--- config.mk ---
export PLATFORM = sky130hd
export DESIGN_NAME = bt_branch_decoder
export DESIGN_NICKNAME = d
export VERILOG_FILES = /design/src/rtl/bt_pkg.sv /design/src/rtl/bt_target.sv /design/src/rtl/bt_cycle_timer.sv /design/src/rtl/bt_branch_decoder.sv
export VERILOG_INCLUDE_DIRS = /design/src /design/src/rtl
export SDC_FILE = /design/constraint.sdc
export NUM_CORES = 1
export LEC_CHECK = 0
export BUFFER_PORTS_ARGS = -buffer_cell sky130_fd_sc_hd__buf_2
export CELL_PAD_IN_SITES_DETAIL_PLACEMENT = 1
export CELL_PAD_IN_SITES_GLOBAL_PLACEMENT = 2
export CORE_MARGIN = 10
export CORE_UTILIZATION = 33
export CTS_BUF_LIST = sky130_fd_sc_hd__clkbuf_2
export DETAILED_ROUTE_END_ITERATION = 7
export PLACE_DENSITY_LB_ADDON = 0.1
export SYNTH_ARGS = -nofsm -noshare
export SYNTH_HDL_FRONTEND = slang
export SYNTH_SLANG_ARGS = --single-unit
--- constraint.sdc ---
create_clock -name CORE_CLK -period 2.7 [get_ports CORE_CLK]
set_input_delay 0.135 -clock CORE_CLK [delete_from_list [all_inputs] [get_ports CORE_CLK]]
set_output_delay 0.135 -clock CORE_CLK [all_outputs]
set_load 0.01 [all_outputs]
--- src/rtl/bt_consts.svh ---
/*
 * lengths in bytes and execution times in system clocks for the
 * program-branching group, plus the datapath widths.
 * assumes: included by the bt package only, by bare name.
 */
`ifndef BT_CONSTS_SVH
`define BT_CONSTS_SVH

`define BT_PC_W        16
`define BT_LEN_W       2
`define BT_CYC_W       3

// byte lengths
`define BT_LEN_INT_RTN 2'h1
`define BT_LEN_SUB_RTN 2'h1
`define BT_LEN_ABS     2'h2
`define BT_LEN_LONG    2'h3
`define BT_LEN_SHORT   2'h2
`define BT_LEN_IDX     2'h1
`define BT_LEN_ACCZ    2'h2
`define BT_LEN_CMP     2'h3
`define BT_LEN_DEC_REG 2'h2
`define BT_LEN_DEC_DIR 2'h3
`define BT_LEN_CALL    2'h3

// clocks; the conditional ones as not-taken / taken pairs
`define BT_CYC_INT_RTN 3'h5
`define BT_CYC_SUB_RTN 3'h5
`define BT_CYC_ABS     3'h3
`define BT_CYC_LONG    3'h4
`define BT_CYC_SHORT   3'h3
`define BT_CYC_IDX     3'h3
`define BT_CYC_CALL    3'h4
`define BT_NT_ACCZ     3'h2
`define BT_TK_ACCZ     3'h3
`define BT_NT_CMP_DIR  3'h4
`define BT_TK_CMP_DIR  3'h5
`define BT_NT_CMP_IMM  3'h3
`define BT_TK_CMP_IMM  3'h4
`define BT_NT_DEC_REG  3'h2
`define BT_TK_DEC_REG  3'h3
`define BT_NT_DEC_DIR  3'h3
`define BT_TK_DEC_DIR  3'h4
`define BT_CYC_ILLEGAL 3'h1

`endif

--- src/rtl/bt_pkg.sv ---
/*
 * types and timing lookups shared by the branch decoder files.
 * assumes: bt_consts.svh is on the include path.
 */
package bt_pkg;
`include "bt_consts.svh"

    typedef enum logic [3:0] {
        BT_OP_INT_RTN,
        BT_OP_SUB_RTN,
        BT_OP_ABS,
        BT_OP_LONG,
        BT_OP_SHORT,
        BT_OP_IDX,
        BT_OP_ACC_ZERO,
        BT_OP_ACC_NZ,
        BT_OP_CMP_DIR,
        BT_OP_CMP_ACC,
        BT_OP_CMP_REG,
        BT_OP_CMP_IND,
        BT_OP_DEC_REG,
        BT_OP_DEC_DIR,
        BT_OP_CALL
    } bt_op_e;

    // one fetched branch instruction
    typedef struct packed {
        bt_op_e                op;
        logic [2:0]            hi3;  // upper target bits of 11-bit jump
        logic [7:0]            b1;
        logic [7:0]            b2;
        logic [`BT_PC_W-1:0]   pc;   // address of the opcode byte
    } bt_issue_s;

    // decoded outcome handed to pc and stack logic
    typedef struct packed {
        logic [`BT_PC_W-1:0]   next_pc;
        logic [`BT_PC_W-1:0]   ret_pc;
        logic [`BT_LEN_W-1:0]  len;
        logic [`BT_CYC_W-1:0]  cyc;
        logic                  taken;
        logic                  push;
        logic                  pop;
        logic                  int_done;
        logic                  dec_we;
        logic [7:0]            dec_val;
    } bt_result_s;

    function automatic logic [`BT_LEN_W-1:0] bt_len(bt_op_e op);
        unique case (op)
            BT_OP_INT_RTN:                  return `BT_LEN_INT_RTN;
            BT_OP_SUB_RTN:                  return `BT_LEN_SUB_RTN;
            BT_OP_ABS:                      return `BT_LEN_ABS;
            BT_OP_LONG:                     return `BT_LEN_LONG;
            BT_OP_SHORT:                    return `BT_LEN_SHORT;
            BT_OP_IDX:                      return `BT_LEN_IDX;
            BT_OP_ACC_ZERO, BT_OP_ACC_NZ:   return `BT_LEN_ACCZ;
            BT_OP_DEC_REG:                  return `BT_LEN_DEC_REG;
            BT_OP_DEC_DIR:                  return `BT_LEN_DEC_DIR;
            BT_OP_CALL:                     return `BT_LEN_CALL;
            default:                        return `BT_LEN_CMP;
        endcase
    endfunction

    // not-taken count is the smaller of each pair
    function automatic logic [`BT_CYC_W-1:0] bt_cycles(bt_op_e op,
                                                       logic   tk);
        unique case (op)
            BT_OP_INT_RTN:  return `BT_CYC_INT_RTN;
            BT_OP_SUB_RTN:  return `BT_CYC_SUB_RTN;
            BT_OP_ABS:      return `BT_CYC_ABS;
            BT_OP_LONG:     return `BT_CYC_LONG;
            BT_OP_SHORT:    return `BT_CYC_SHORT;
            BT_OP_IDX:      return `BT_CYC_IDX;
            BT_OP_CALL:     return `BT_CYC_CALL;
            BT_OP_ACC_ZERO, BT_OP_ACC_NZ:
                return tk ? `BT_TK_ACCZ : `BT_NT_ACCZ;
            BT_OP_CMP_DIR:
                return tk ? `BT_TK_CMP_DIR : `BT_NT_CMP_DIR;
            BT_OP_CMP_ACC, BT_OP_CMP_REG, BT_OP_CMP_IND:
                return tk ? `BT_TK_CMP_IMM : `BT_NT_CMP_IMM;
            BT_OP_DEC_REG:
                return tk ? `BT_TK_DEC_REG : `BT_NT_DEC_REG;
            BT_OP_DEC_DIR:
                return tk ? `BT_TK_DEC_DIR : `BT_NT_DEC_DIR;
            default:        return `BT_CYC_ILLEGAL;
        endcase
    endfunction
endpackage

--- src/rtl/bt_target.sv ---
/*
 * candidate branch targets for one instruction: sequential, relative,
 * 11-bit absolute, 16-bit long and accumulator-indexed.
 * assumes: issue fields are stable while the decoder samples them.
 */
`timescale 1ns/1ns
module bt_target
    import bt_pkg::*;
(
    // instruction
    input  wire bt_issue_s              issue,
    input  wire logic [`BT_LEN_W-1:0]   len,
    // core state
    input  wire logic [7:0]             acc,
    input  wire logic [`BT_PC_W-1:0]    data_pointer,
    // targets
    output logic      [`BT_PC_W-1:0]    seq_pc,
    output logic      [`BT_PC_W-1:0]    rel_pc,
    output logic      [`BT_PC_W-1:0]    abs_pc,
    output logic      [`BT_PC_W-1:0]    long_pc,
    output logic      [`BT_PC_W-1:0]    idx_pc
);
    logic [7:0] rel;

    // offset is the last byte of the instruction
    assign rel     = (len == `BT_LEN_CMP) ? issue.b2 : issue.b1;
    assign seq_pc  = issue.pc + {14'h0000, len};
    // offset counts from the following instruction, sign extended
    assign rel_pc  = seq_pc + {{8{rel[7]}}, rel};
    // stays inside the 2 KB block of the following instruction
    assign abs_pc  = {seq_pc[15:11], issue.hi3, issue.b1};
    assign long_pc = {issue.b1, issue.b2};
    assign idx_pc  = data_pointer + {8'h00, acc};
endmodule

--- src/rtl/bt_cycle_timer.sv ---
/*
 * holds the decoder busy for a loaded number of system clocks and
 * pulses done in the last of them.
 * assumes: load is only raised while busy is low; count is at least 1.
 */
`timescale 1ns/1ns
module bt_cycle_timer #(
    parameter int CW = 3
) (
    // clock and reset
    input  wire logic          clk,
    input  wire logic          rst_n,
    // control
    input  wire logic          load,
    input  wire logic [CW-1:0] count,
    // status
    output logic               busy_r,
    output logic               done_r
);
    logic [CW-1:0] left_r;

    // remaining clocks, current one included
    always_ff @(posedge clk or negedge rst_n)
    begin
        if (!rst_n)
            left_r <= '0;
        else if (load)
            left_r <= count;
        else if (left_r != '0)
            left_r <= left_r - CW'(1);
    end

    // busy and done as flops so the top drives them cleanly
    always_ff @(posedge clk or negedge rst_n)
    begin
        if (!rst_n)
        begin
            busy_r <= 1'b0;
            done_r <= 1'b0;
        end
        else if (load)
        begin
            busy_r <= 1'b1;
            done_r <= (count == CW'(1));
        end
        else
        begin
            busy_r <= (left_r > CW'(1));
            done_r <= (left_r == CW'(2));
        end
    end
endmodule

--- src/rtl/bt_branch_decoder.sv ---
/*
 * branch-group decoder of the pipelined core: takes one fetched
 * branch instruction, fixes its length, outcome, target and time.
 * assumes: the core presents operand values with the issue and only
 * issues while BUSY is low; stack and register writes happen outside.
 */
`timescale 1ns/1ns

module bt_branch_decoder
    import bt_pkg::*;
(
    // clock and reset
    input  wire logic                  CORE_CLK,
    input  wire logic                  RESETN,
    // instruction from fetch
    input  wire logic                  ISSUE_VALID,
    input  wire bt_issue_s             ISSUE,
    // core state read by the branch
    input  wire logic [7:0]            ACC,
    input  wire logic [`BT_PC_W-1:0]   DATA_POINTER_VAL,
    input  wire logic [7:0]            OPND,
    input  wire logic [`BT_PC_W-1:0]   STACK_PC,
    // outcome to pc and stack logic
    output logic                       BUSY,
    output logic                       DONE,
    output bt_result_s                 RESULT
);
    logic                 accept;
    logic                 busy_r;
    logic                 done_r;
    logic                 taken;
    logic [7:0]           dec_val;
    logic [`BT_LEN_W-1:0] len;
    logic [`BT_CYC_W-1:0] cyc;
    logic [`BT_PC_W-1:0]  seq_pc;
    logic [`BT_PC_W-1:0]  rel_pc;
    logic [`BT_PC_W-1:0]  abs_pc;
    logic [`BT_PC_W-1:0]  long_pc;
    logic [`BT_PC_W-1:0]  idx_pc;
    bt_result_s           result_r;
    bt_result_s           result_nxt;

    // a new branch is only taken between instructions
    assign accept  = ISSUE_VALID && !busy_r;
    assign dec_val = OPND - 8'h01;
    assign len     = bt_len(ISSUE.op);
    assign cyc     = bt_cycles(ISSUE.op, taken);

    bt_target bt_target_i (
        .issue   (ISSUE),
        .len     (len),
        .acc     (ACC),
        .data_pointer    (DATA_POINTER_VAL),
        .seq_pc  (seq_pc),
        .rel_pc  (rel_pc),
        .abs_pc  (abs_pc),
        .long_pc (long_pc),
        .idx_pc  (idx_pc)
    );

    bt_cycle_timer #(
        .CW (`BT_CYC_W)
    ) bt_cycle_timer_i (
        .clk    (CORE_CLK),
        .rst_n  (RESETN),
        .load   (accept),
        .count  (cyc),
        .busy_r (busy_r),
        .done_r (done_r)
    );

    // branch condition per instruction
    always_comb
    begin
        unique case (ISSUE.op)
            BT_OP_ACC_ZERO: taken = (ACC == 8'h00);
            BT_OP_ACC_NZ:   taken = (ACC != 8'h00);
            BT_OP_CMP_DIR:  taken = (ACC != OPND);
            BT_OP_CMP_ACC:  taken = (ACC != ISSUE.b1);
            BT_OP_CMP_REG:  taken = (OPND != ISSUE.b1);
            BT_OP_CMP_IND:  taken = (OPND != ISSUE.b1);
            BT_OP_DEC_REG:  taken = (dec_val != 8'h00);
            BT_OP_DEC_DIR:  taken = (dec_val != 8'h00);
            default:        taken = 1'b1; // unconditional ones
        endcase
    end

    // target and side effects; not-taken falls through
    always_comb
    begin
        result_nxt          = '0;
        result_nxt.len      = len;
        result_nxt.cyc      = cyc;
        result_nxt.taken    = taken;
        result_nxt.ret_pc   = seq_pc;
        result_nxt.next_pc  = taken ? rel_pc : seq_pc;
        result_nxt.dec_val  = dec_val;
        unique case (ISSUE.op)
            BT_OP_INT_RTN:
            begin
                result_nxt.next_pc  = STACK_PC;
                result_nxt.pop      = 1'b1;
                result_nxt.int_done = 1'b1;
            end
            BT_OP_SUB_RTN:
            begin
                result_nxt.next_pc = STACK_PC;
                result_nxt.pop     = 1'b1;
            end
            BT_OP_ABS:  result_nxt.next_pc = abs_pc;
            BT_OP_LONG: result_nxt.next_pc = long_pc;
            BT_OP_IDX:  result_nxt.next_pc = idx_pc;
            BT_OP_CALL:
            begin
                result_nxt.next_pc = long_pc;
                result_nxt.push    = 1'b1;
            end
            // the decrement is written back whatever the outcome
            BT_OP_DEC_REG, BT_OP_DEC_DIR: result_nxt.dec_we = 1'b1;
            default: ;
        endcase
    end

    // outcome held for the whole execution time
    always_ff @(posedge CORE_CLK or negedge RESETN)
    begin
        if (!RESETN)
            result_r <= '0;
        else if (accept)
            result_r <= result_nxt;
    end

    assign BUSY   = busy_r;
    assign DONE   = done_r;
    assign RESULT = result_r;

    // helper: clocks since the branch was accepted
    logic [`BT_CYC_W-1:0] age_r;
    always_ff @(posedge CORE_CLK or negedge RESETN)
    begin
        if (!RESETN)
            age_r <= '0;
        else if (accept)
            age_r <= 3'h1;
        else if (busy_r)
            age_r <= age_r + 3'h1;
    end
endmodule

Word level (Yosys, flattened, before mapping) --
Memories as Yosys holds them, arrays and structs flattened. Cells that the tools add are included.
Operators by class: add/subtract/negate cells 5, multiply operators 0, divide/modulo/power cells 0, $lt $le $gt $ge 1, equality and inequality tests 20, shift operators 0, multiplexer cells 16, bitwise logic cells 0, reductions and logical operators 15
Operators with widths (number):
- one-hot mux 16 bit (4 select lines) | 1
- == test 4 bit (second input constant) | 7
- inequality test 8 bit | 3
- one-hot mux 3 bit (6 select lines) | 1
- adder 16 bit | 1
- adder 16 x 2 -> 16 bit | 1
- adder 16 x 8 -> 16 bit | 1
- == test 4 x 3 -> 1 bit (second input constant) | 4
- 2-to-1 mux 16 bit | 1
- nonzero test 8 bit | 2
- 2-to-1 mux 3 bit | 3
- == test 4 x 2 -> 1 bit (second input constant) | 2
- logical NOT 8 bit | 1
- 2-to-1 mux 1 bit | 8
- 2-to-1 mux 8 bit | 1
- OR reduction 2 bit | 4
- subtractor 8 x 1 -> 8 bit (second input constant) | 1
- one-hot mux 1 bit (6 select lines) | 1
- OR reduction 3 bit | 2
- == test 4 x 1 -> 1 bit (second input constant) | 1
- logical NOT 4 bit | 1
- OR reduction 4 bit | 1
- == test 3 x 1 -> 1 bit (second input constant) | 1
- == test 3 x 2 -> 1 bit (second input constant) | 1
- other kinds (7) | 7
Storage, ports and cells: bits in registers 55, bits in latches 0, RAM bits 0, bits in read-only memories 32, output and inout bits 52, word-level logic and storage cells 71, memories 1
Memory list:
- (name not given) | depth 16, width 2, read ports 1, clocked after memory_dff 0, wr ports 0, RTL line bt_pkg.sv:50 | unique case (op)

Depth between registers and ports, before layout --
word-level depth 7, gate-level depth with buffers 21

Cells and area by module --
Synthesis repeated with hierarchy kept, for this count alone.
Second synthesis, totals: cells, all modules 665, area total of the unflattened synthesis 5587.9 µm²
Modules (own cells, without submodules):
- bt_branch_decoder | instances 1, cells each 409, area an instance 3447.1 µm², seq. area each 1251.2 µm²
- bt_target | instances 1, cells each 229, area an instance 1859.3 µm², seq. area each 0.0 µm²
- bt_cycle_timer | instances 1, cells each 27, area an instance 281.5 µm², seq. area each 125.1 µm²

Worst setup path before layout --
Ideal clock, no wire load.
path type input -> register, start input port ISSUE[35] (netlist name), end register result_r, in the netlist RESULT[49], library setup time 0.124 ns, arrival time 3.671 ns, data required time 2.576 ns, slack -1.095 ns, cell stages on the path 20, path buffers 2, cell sequence clkbuf_1 > nor2b_1 > o2bb2ai_1 > inv_1 > ha_1 > inv_1 > fa_1 > nand3b_1 > xnor2_1 > ha_1 > clkbuf_1 > nand2_1 > o21ai_0 > a221oi_1 > o41ai_1 > a21oi_1 > xor2_1 > or3_1 > nand3_1 > a21oi_1
Between the ends: elaborated cells on any way between the ends 26, those cells by class add/sub: 2; eq/ne: 14; mux: 4; reduce/logical: 5; memory: 1
RTL lines:
- start, declared | RTL line bt_branch_decoder.sv:17 | input wire bt_issue_s ISSUE,
- memory read (16 x 2 bit)
- named net bt_target_i.len[0] | RTL line bt_target.sv:12 | input wire logic [`BT_LEN_W-1:0] len,
- adder 16 x 2 -> 16 bit | RTL line bt_target.sv:27 | assign seq_pc = issue.pc + {14'h0000, len};
- named net bt_target_i.seq_pc[8] | RTL line bt_target.sv:17 | output logic [`BT_PC_W-1:0] seq_pc,
- adder 16 bit | RTL line bt_target.sv:29 | assign rel_pc = seq_pc + {{8{rel[7]}}, rel};
- 2-to-1 mux 16 bit | RTL line bt_branch_decoder.sv:96 | result_nxt.next_pc = taken ? rel_pc : seq_pc;
- one-hot mux 16 bit (4 select lines) | RTL line bt_branch_decoder.sv:98 | unique case (ISSUE.op)
- end signal, assigned | RTL line bt_branch_decoder.sv:130 | result_r <= result_nxt;
- end, declared | RTL line bt_branch_decoder.sv:40 | bt_result_s result_r;
The timed path passes the listed nets, and every way through them passes these cells. A chain may end at the register's enable or synchronous reset.

Worst setup path in the final report --
start input port ISSUE[37] (netlist name), end register result_r, in the netlist RESULT[49]
Same word-level chain as after synthesis.

==> summary.txt <==
Drt
  – Drt initial violations: 387
  – Routed WL per cell: 21.0 µm
  – Drt drc: 0
  – Vias per cell: 5.39
  – Final WL: 22.9 mm
  – ANT nets after route: 0
  – Detailed Routing Iterations Pass 1: 5
  – Vias: 5855

Timing
  – Min Hold Slack: 28.6 ps
  – Setup WS post-layout: -300 ps
  – Min cycle time layout: 3000 ps
  – Final clock skew: 17.8 ps
  – Worst slew pin tran: 796 ps
  – Final Hold Fails: 0
  – Setup_tns: -1470 ps
  – Slew headroom: 0.456
  – Slew Limit Fails: 0
  – Endpoints failing setup: 9
  – Period utilization: 1.11
  – FMAX: 333 MHz
  – RSZ-0062 raised after global routing: yes

Status
  – Status: finished, violations left
  – Failing checks: setup timing

Global routing
  – GRT overflow: 0
  – Largest net degree at the start of global routing: 56
  – First-pass GRT wire length: 35.3 mm
  – Vias in the first global route: 6375
  – Initial antenna violation count: 1
  – Total GRT Usage: 0.218

Setup path
  – Critical Path Fanout Max: 5
  – Worst EP arrival: 3490 ps
  – WS Path Type: input port to register
  – WP data required: 3190 ps
  – CP Capture Type: register
  – CP Launch Type: input port

Pwr
  – Tot Pwr: 4.51 mW
  – Lkg Pwr: 3.63 nW
  – Pwr Density: 592 mW/mm²
  – Maximum vdd drop: 0.000280 V

Clock network
  – Clock root buffer: clkbuf_2
  – Worst skew pair latency: 540 ps
  – CTS sink count: 55
  – H-tree depth: 2
  – Num CTS Buffers: 5
  – Clk buf depth: 2
  – Clock transition at path regs: 330 ps
  – CTS tree: yes

Finish
  – Ratio of cells with drive above 1 in the final layout: 0.406
  – Fin cells: 1087
  – Commonest non-fill, non-tap cells in the layout: buf_2 (138), buf_4 (118), nand2_1 (85), dfrtp_1 (55), nor2_1 (46)
  – Commonest non-fill, non-tap cell in the layout: buf_2
  – Final Instance Area: 0.00761 mm²
  – Fillers: 1885
  – Fin nets: 1021
  – Synth-to-Final Area Change: 51.1%
  – Core Util, Final: 0.504

Worst hold path
  – Hold crit path type: input port to register

Synth
  – FFs w/ async S/R, synth: 1.00
  – Sequential share of the synthesized area: 0.273
  – Post-Syn Nets: 757
  – Share of the synthesized area in the top cell type: 0.273
  – #FFs+latches synth: 55
  – Mapped Area: 0.00504 mm²
  – Post-synthesis instance total: 633
  – Synthesized area per cell: 7.96 µm²
  – Top FF cell, synth: dfrtp_1
  – EDFF count, synth: 0
  – Area leader, netlist: dfrtp_1
  – Synth area leaders: dfrtp_1 (27%), ha_1 (7.7%), nand2_1 (6.8%), xnor2_1 (5.7%), o21ai_0 (4.3%)
  – Synth cell types: 58
  – Yosys warning count: 0

Placed design
  – HPWL Detailed: 18.0 mm
  – GP Congestion: 0.954
  – Post-place setup slack: -1090 ps
  – Placed instance area: 0.00678 mm²
  – # port buffers: 141
  – Cell count after placement: 1035

Job
  – Count of maximum capacitance violations: 0

Die
  – Standard-cell rows: 45
  – Initial Util: 0.334
  – I/O Pins: 142
  – Core ar.: 0.0151 mm²
  – Die Wd: 144 µm
  – Die area: 0.0206 mm²
  – Die span in y: 144 µm
[cell usage after synthesis, types with 14 or more instances]
cell,n
dfrtp_1,55
xor2_1,20
o21ai_0,43
nor2b_1,14
nand2_1,91
xnor2_1,33
nand3_1,19
inv_1,34
mux2i_1,14
nor2_1,51
clkbuf_1,19
ha_1,31
a21oi_1,33
[cell families (layout without fill, tap and decap cells)]
family,after synthesis,in the layout,synth area share
muxes,25,25,0.0524
and+or+nand+nor,230,230,0.213
AOI/OAI and AO/OA,170,170,0.226
xor gates and xnor gates,53,53,0.0921
DFF,55,55,0.273
buffers and inverters,66,331,0.0541
other,0,1,0
adders and majority gates,34,34,0.0889
[report_power, final]
| group | switching, mW | internal, mW | leakage, nW |
|---|---|---|---|
| registers | 0.228 | 1.20 | 0.662 |
| clock network | 0.325 | 0.0675 | 0.0292 |
| logic | 1.45 | 1.24 | 2.93 |
[sequential cells by signal (all words and copies together) (netlist names)]
| signal | count |
|---|---|
| RESULT | 50 |
| bt_cycle_timer_i.left_r | 3 |
| bt_cycle_timer_i.busy_r | 1 |
| bt_cycle_timer_i.done_r | 1 |
[final timing paths]
| kind | to | slack (ps) | start | cells past startpoint |
|---|---|---|---|---|
| worst min-delay path | bt_cycle_timer_i.done_r | 30 | ISSUE[37] | 4 |
| min in group asynchronous | bt_cycle_timer_i.left_r[2] | 180 | RESETN | 3 |
| worst max register to register | RESULT[49] | 410 | bt_cycle_timer_i.busy_r | 7 |
| max in group asynchronous | RESULT[34] | 1810 | RESETN | 3 |
| worst min register to register | RESULT[15] | 510 | RESULT[15] | 2 |
| worst max-delay path | RESULT[49] | -300 | ISSUE[37] | 22 |
[worst max-delay path, stage by stage]
cell and delay (ps):
buf_8 100, nor2b_4 130, o2bb2ai_4 120, inv_2 70
ha_4 130, inv_2 30, fa_2 380, buf_4 150
buf_6 120, nor2_4 90, xnor2_2 120, inv_1 90
ha_4 320, nand3_2 70, o211ai_1 280, a221oi_2 120
o41ai_2 220, a21oi_1 120, xor2_1 180, or3_1 320
nand3_1 100, a21oi_1 70
[timing repair]
action / 4_1_cts / 5_1_grt
hold buffers: 26 / 0
setup endpoints to repair: 9 / 17
pin swaps: 37 / 37
endpoints found under the hold margin: 71 / 0
gates resized for setup: 37 / 41
buffers inserted: 12 / 5
[final cells by class]
cell class                      instances  area (µm²)  share of cell area
Multi-Input combinational cell        512        3890               0.511
Tap cell                              188         235              0.0309
Sequential cell                        55        1380               0.181
Antenna cell                            1        2.50            0.000329
Clock inverter                          3        25.0             0.00329
Inverter                               34         128              0.0168
Timing Repair Buffer                  289        1930               0.253
Clock buffer                            5        25.0             0.00329
[routing by layer]
layer / share of wire / routed length, µm / global-route usage
met5: 0 / 0 / 0
met4: 0.021 / 482 / 0.0559
met3: 0.067 / 1530 / 0.0449
met2: 0.44 / 9960 / 0.336
met1: 0.48 / 10900 / 0.303
Power figures use the tool's default switching activity.
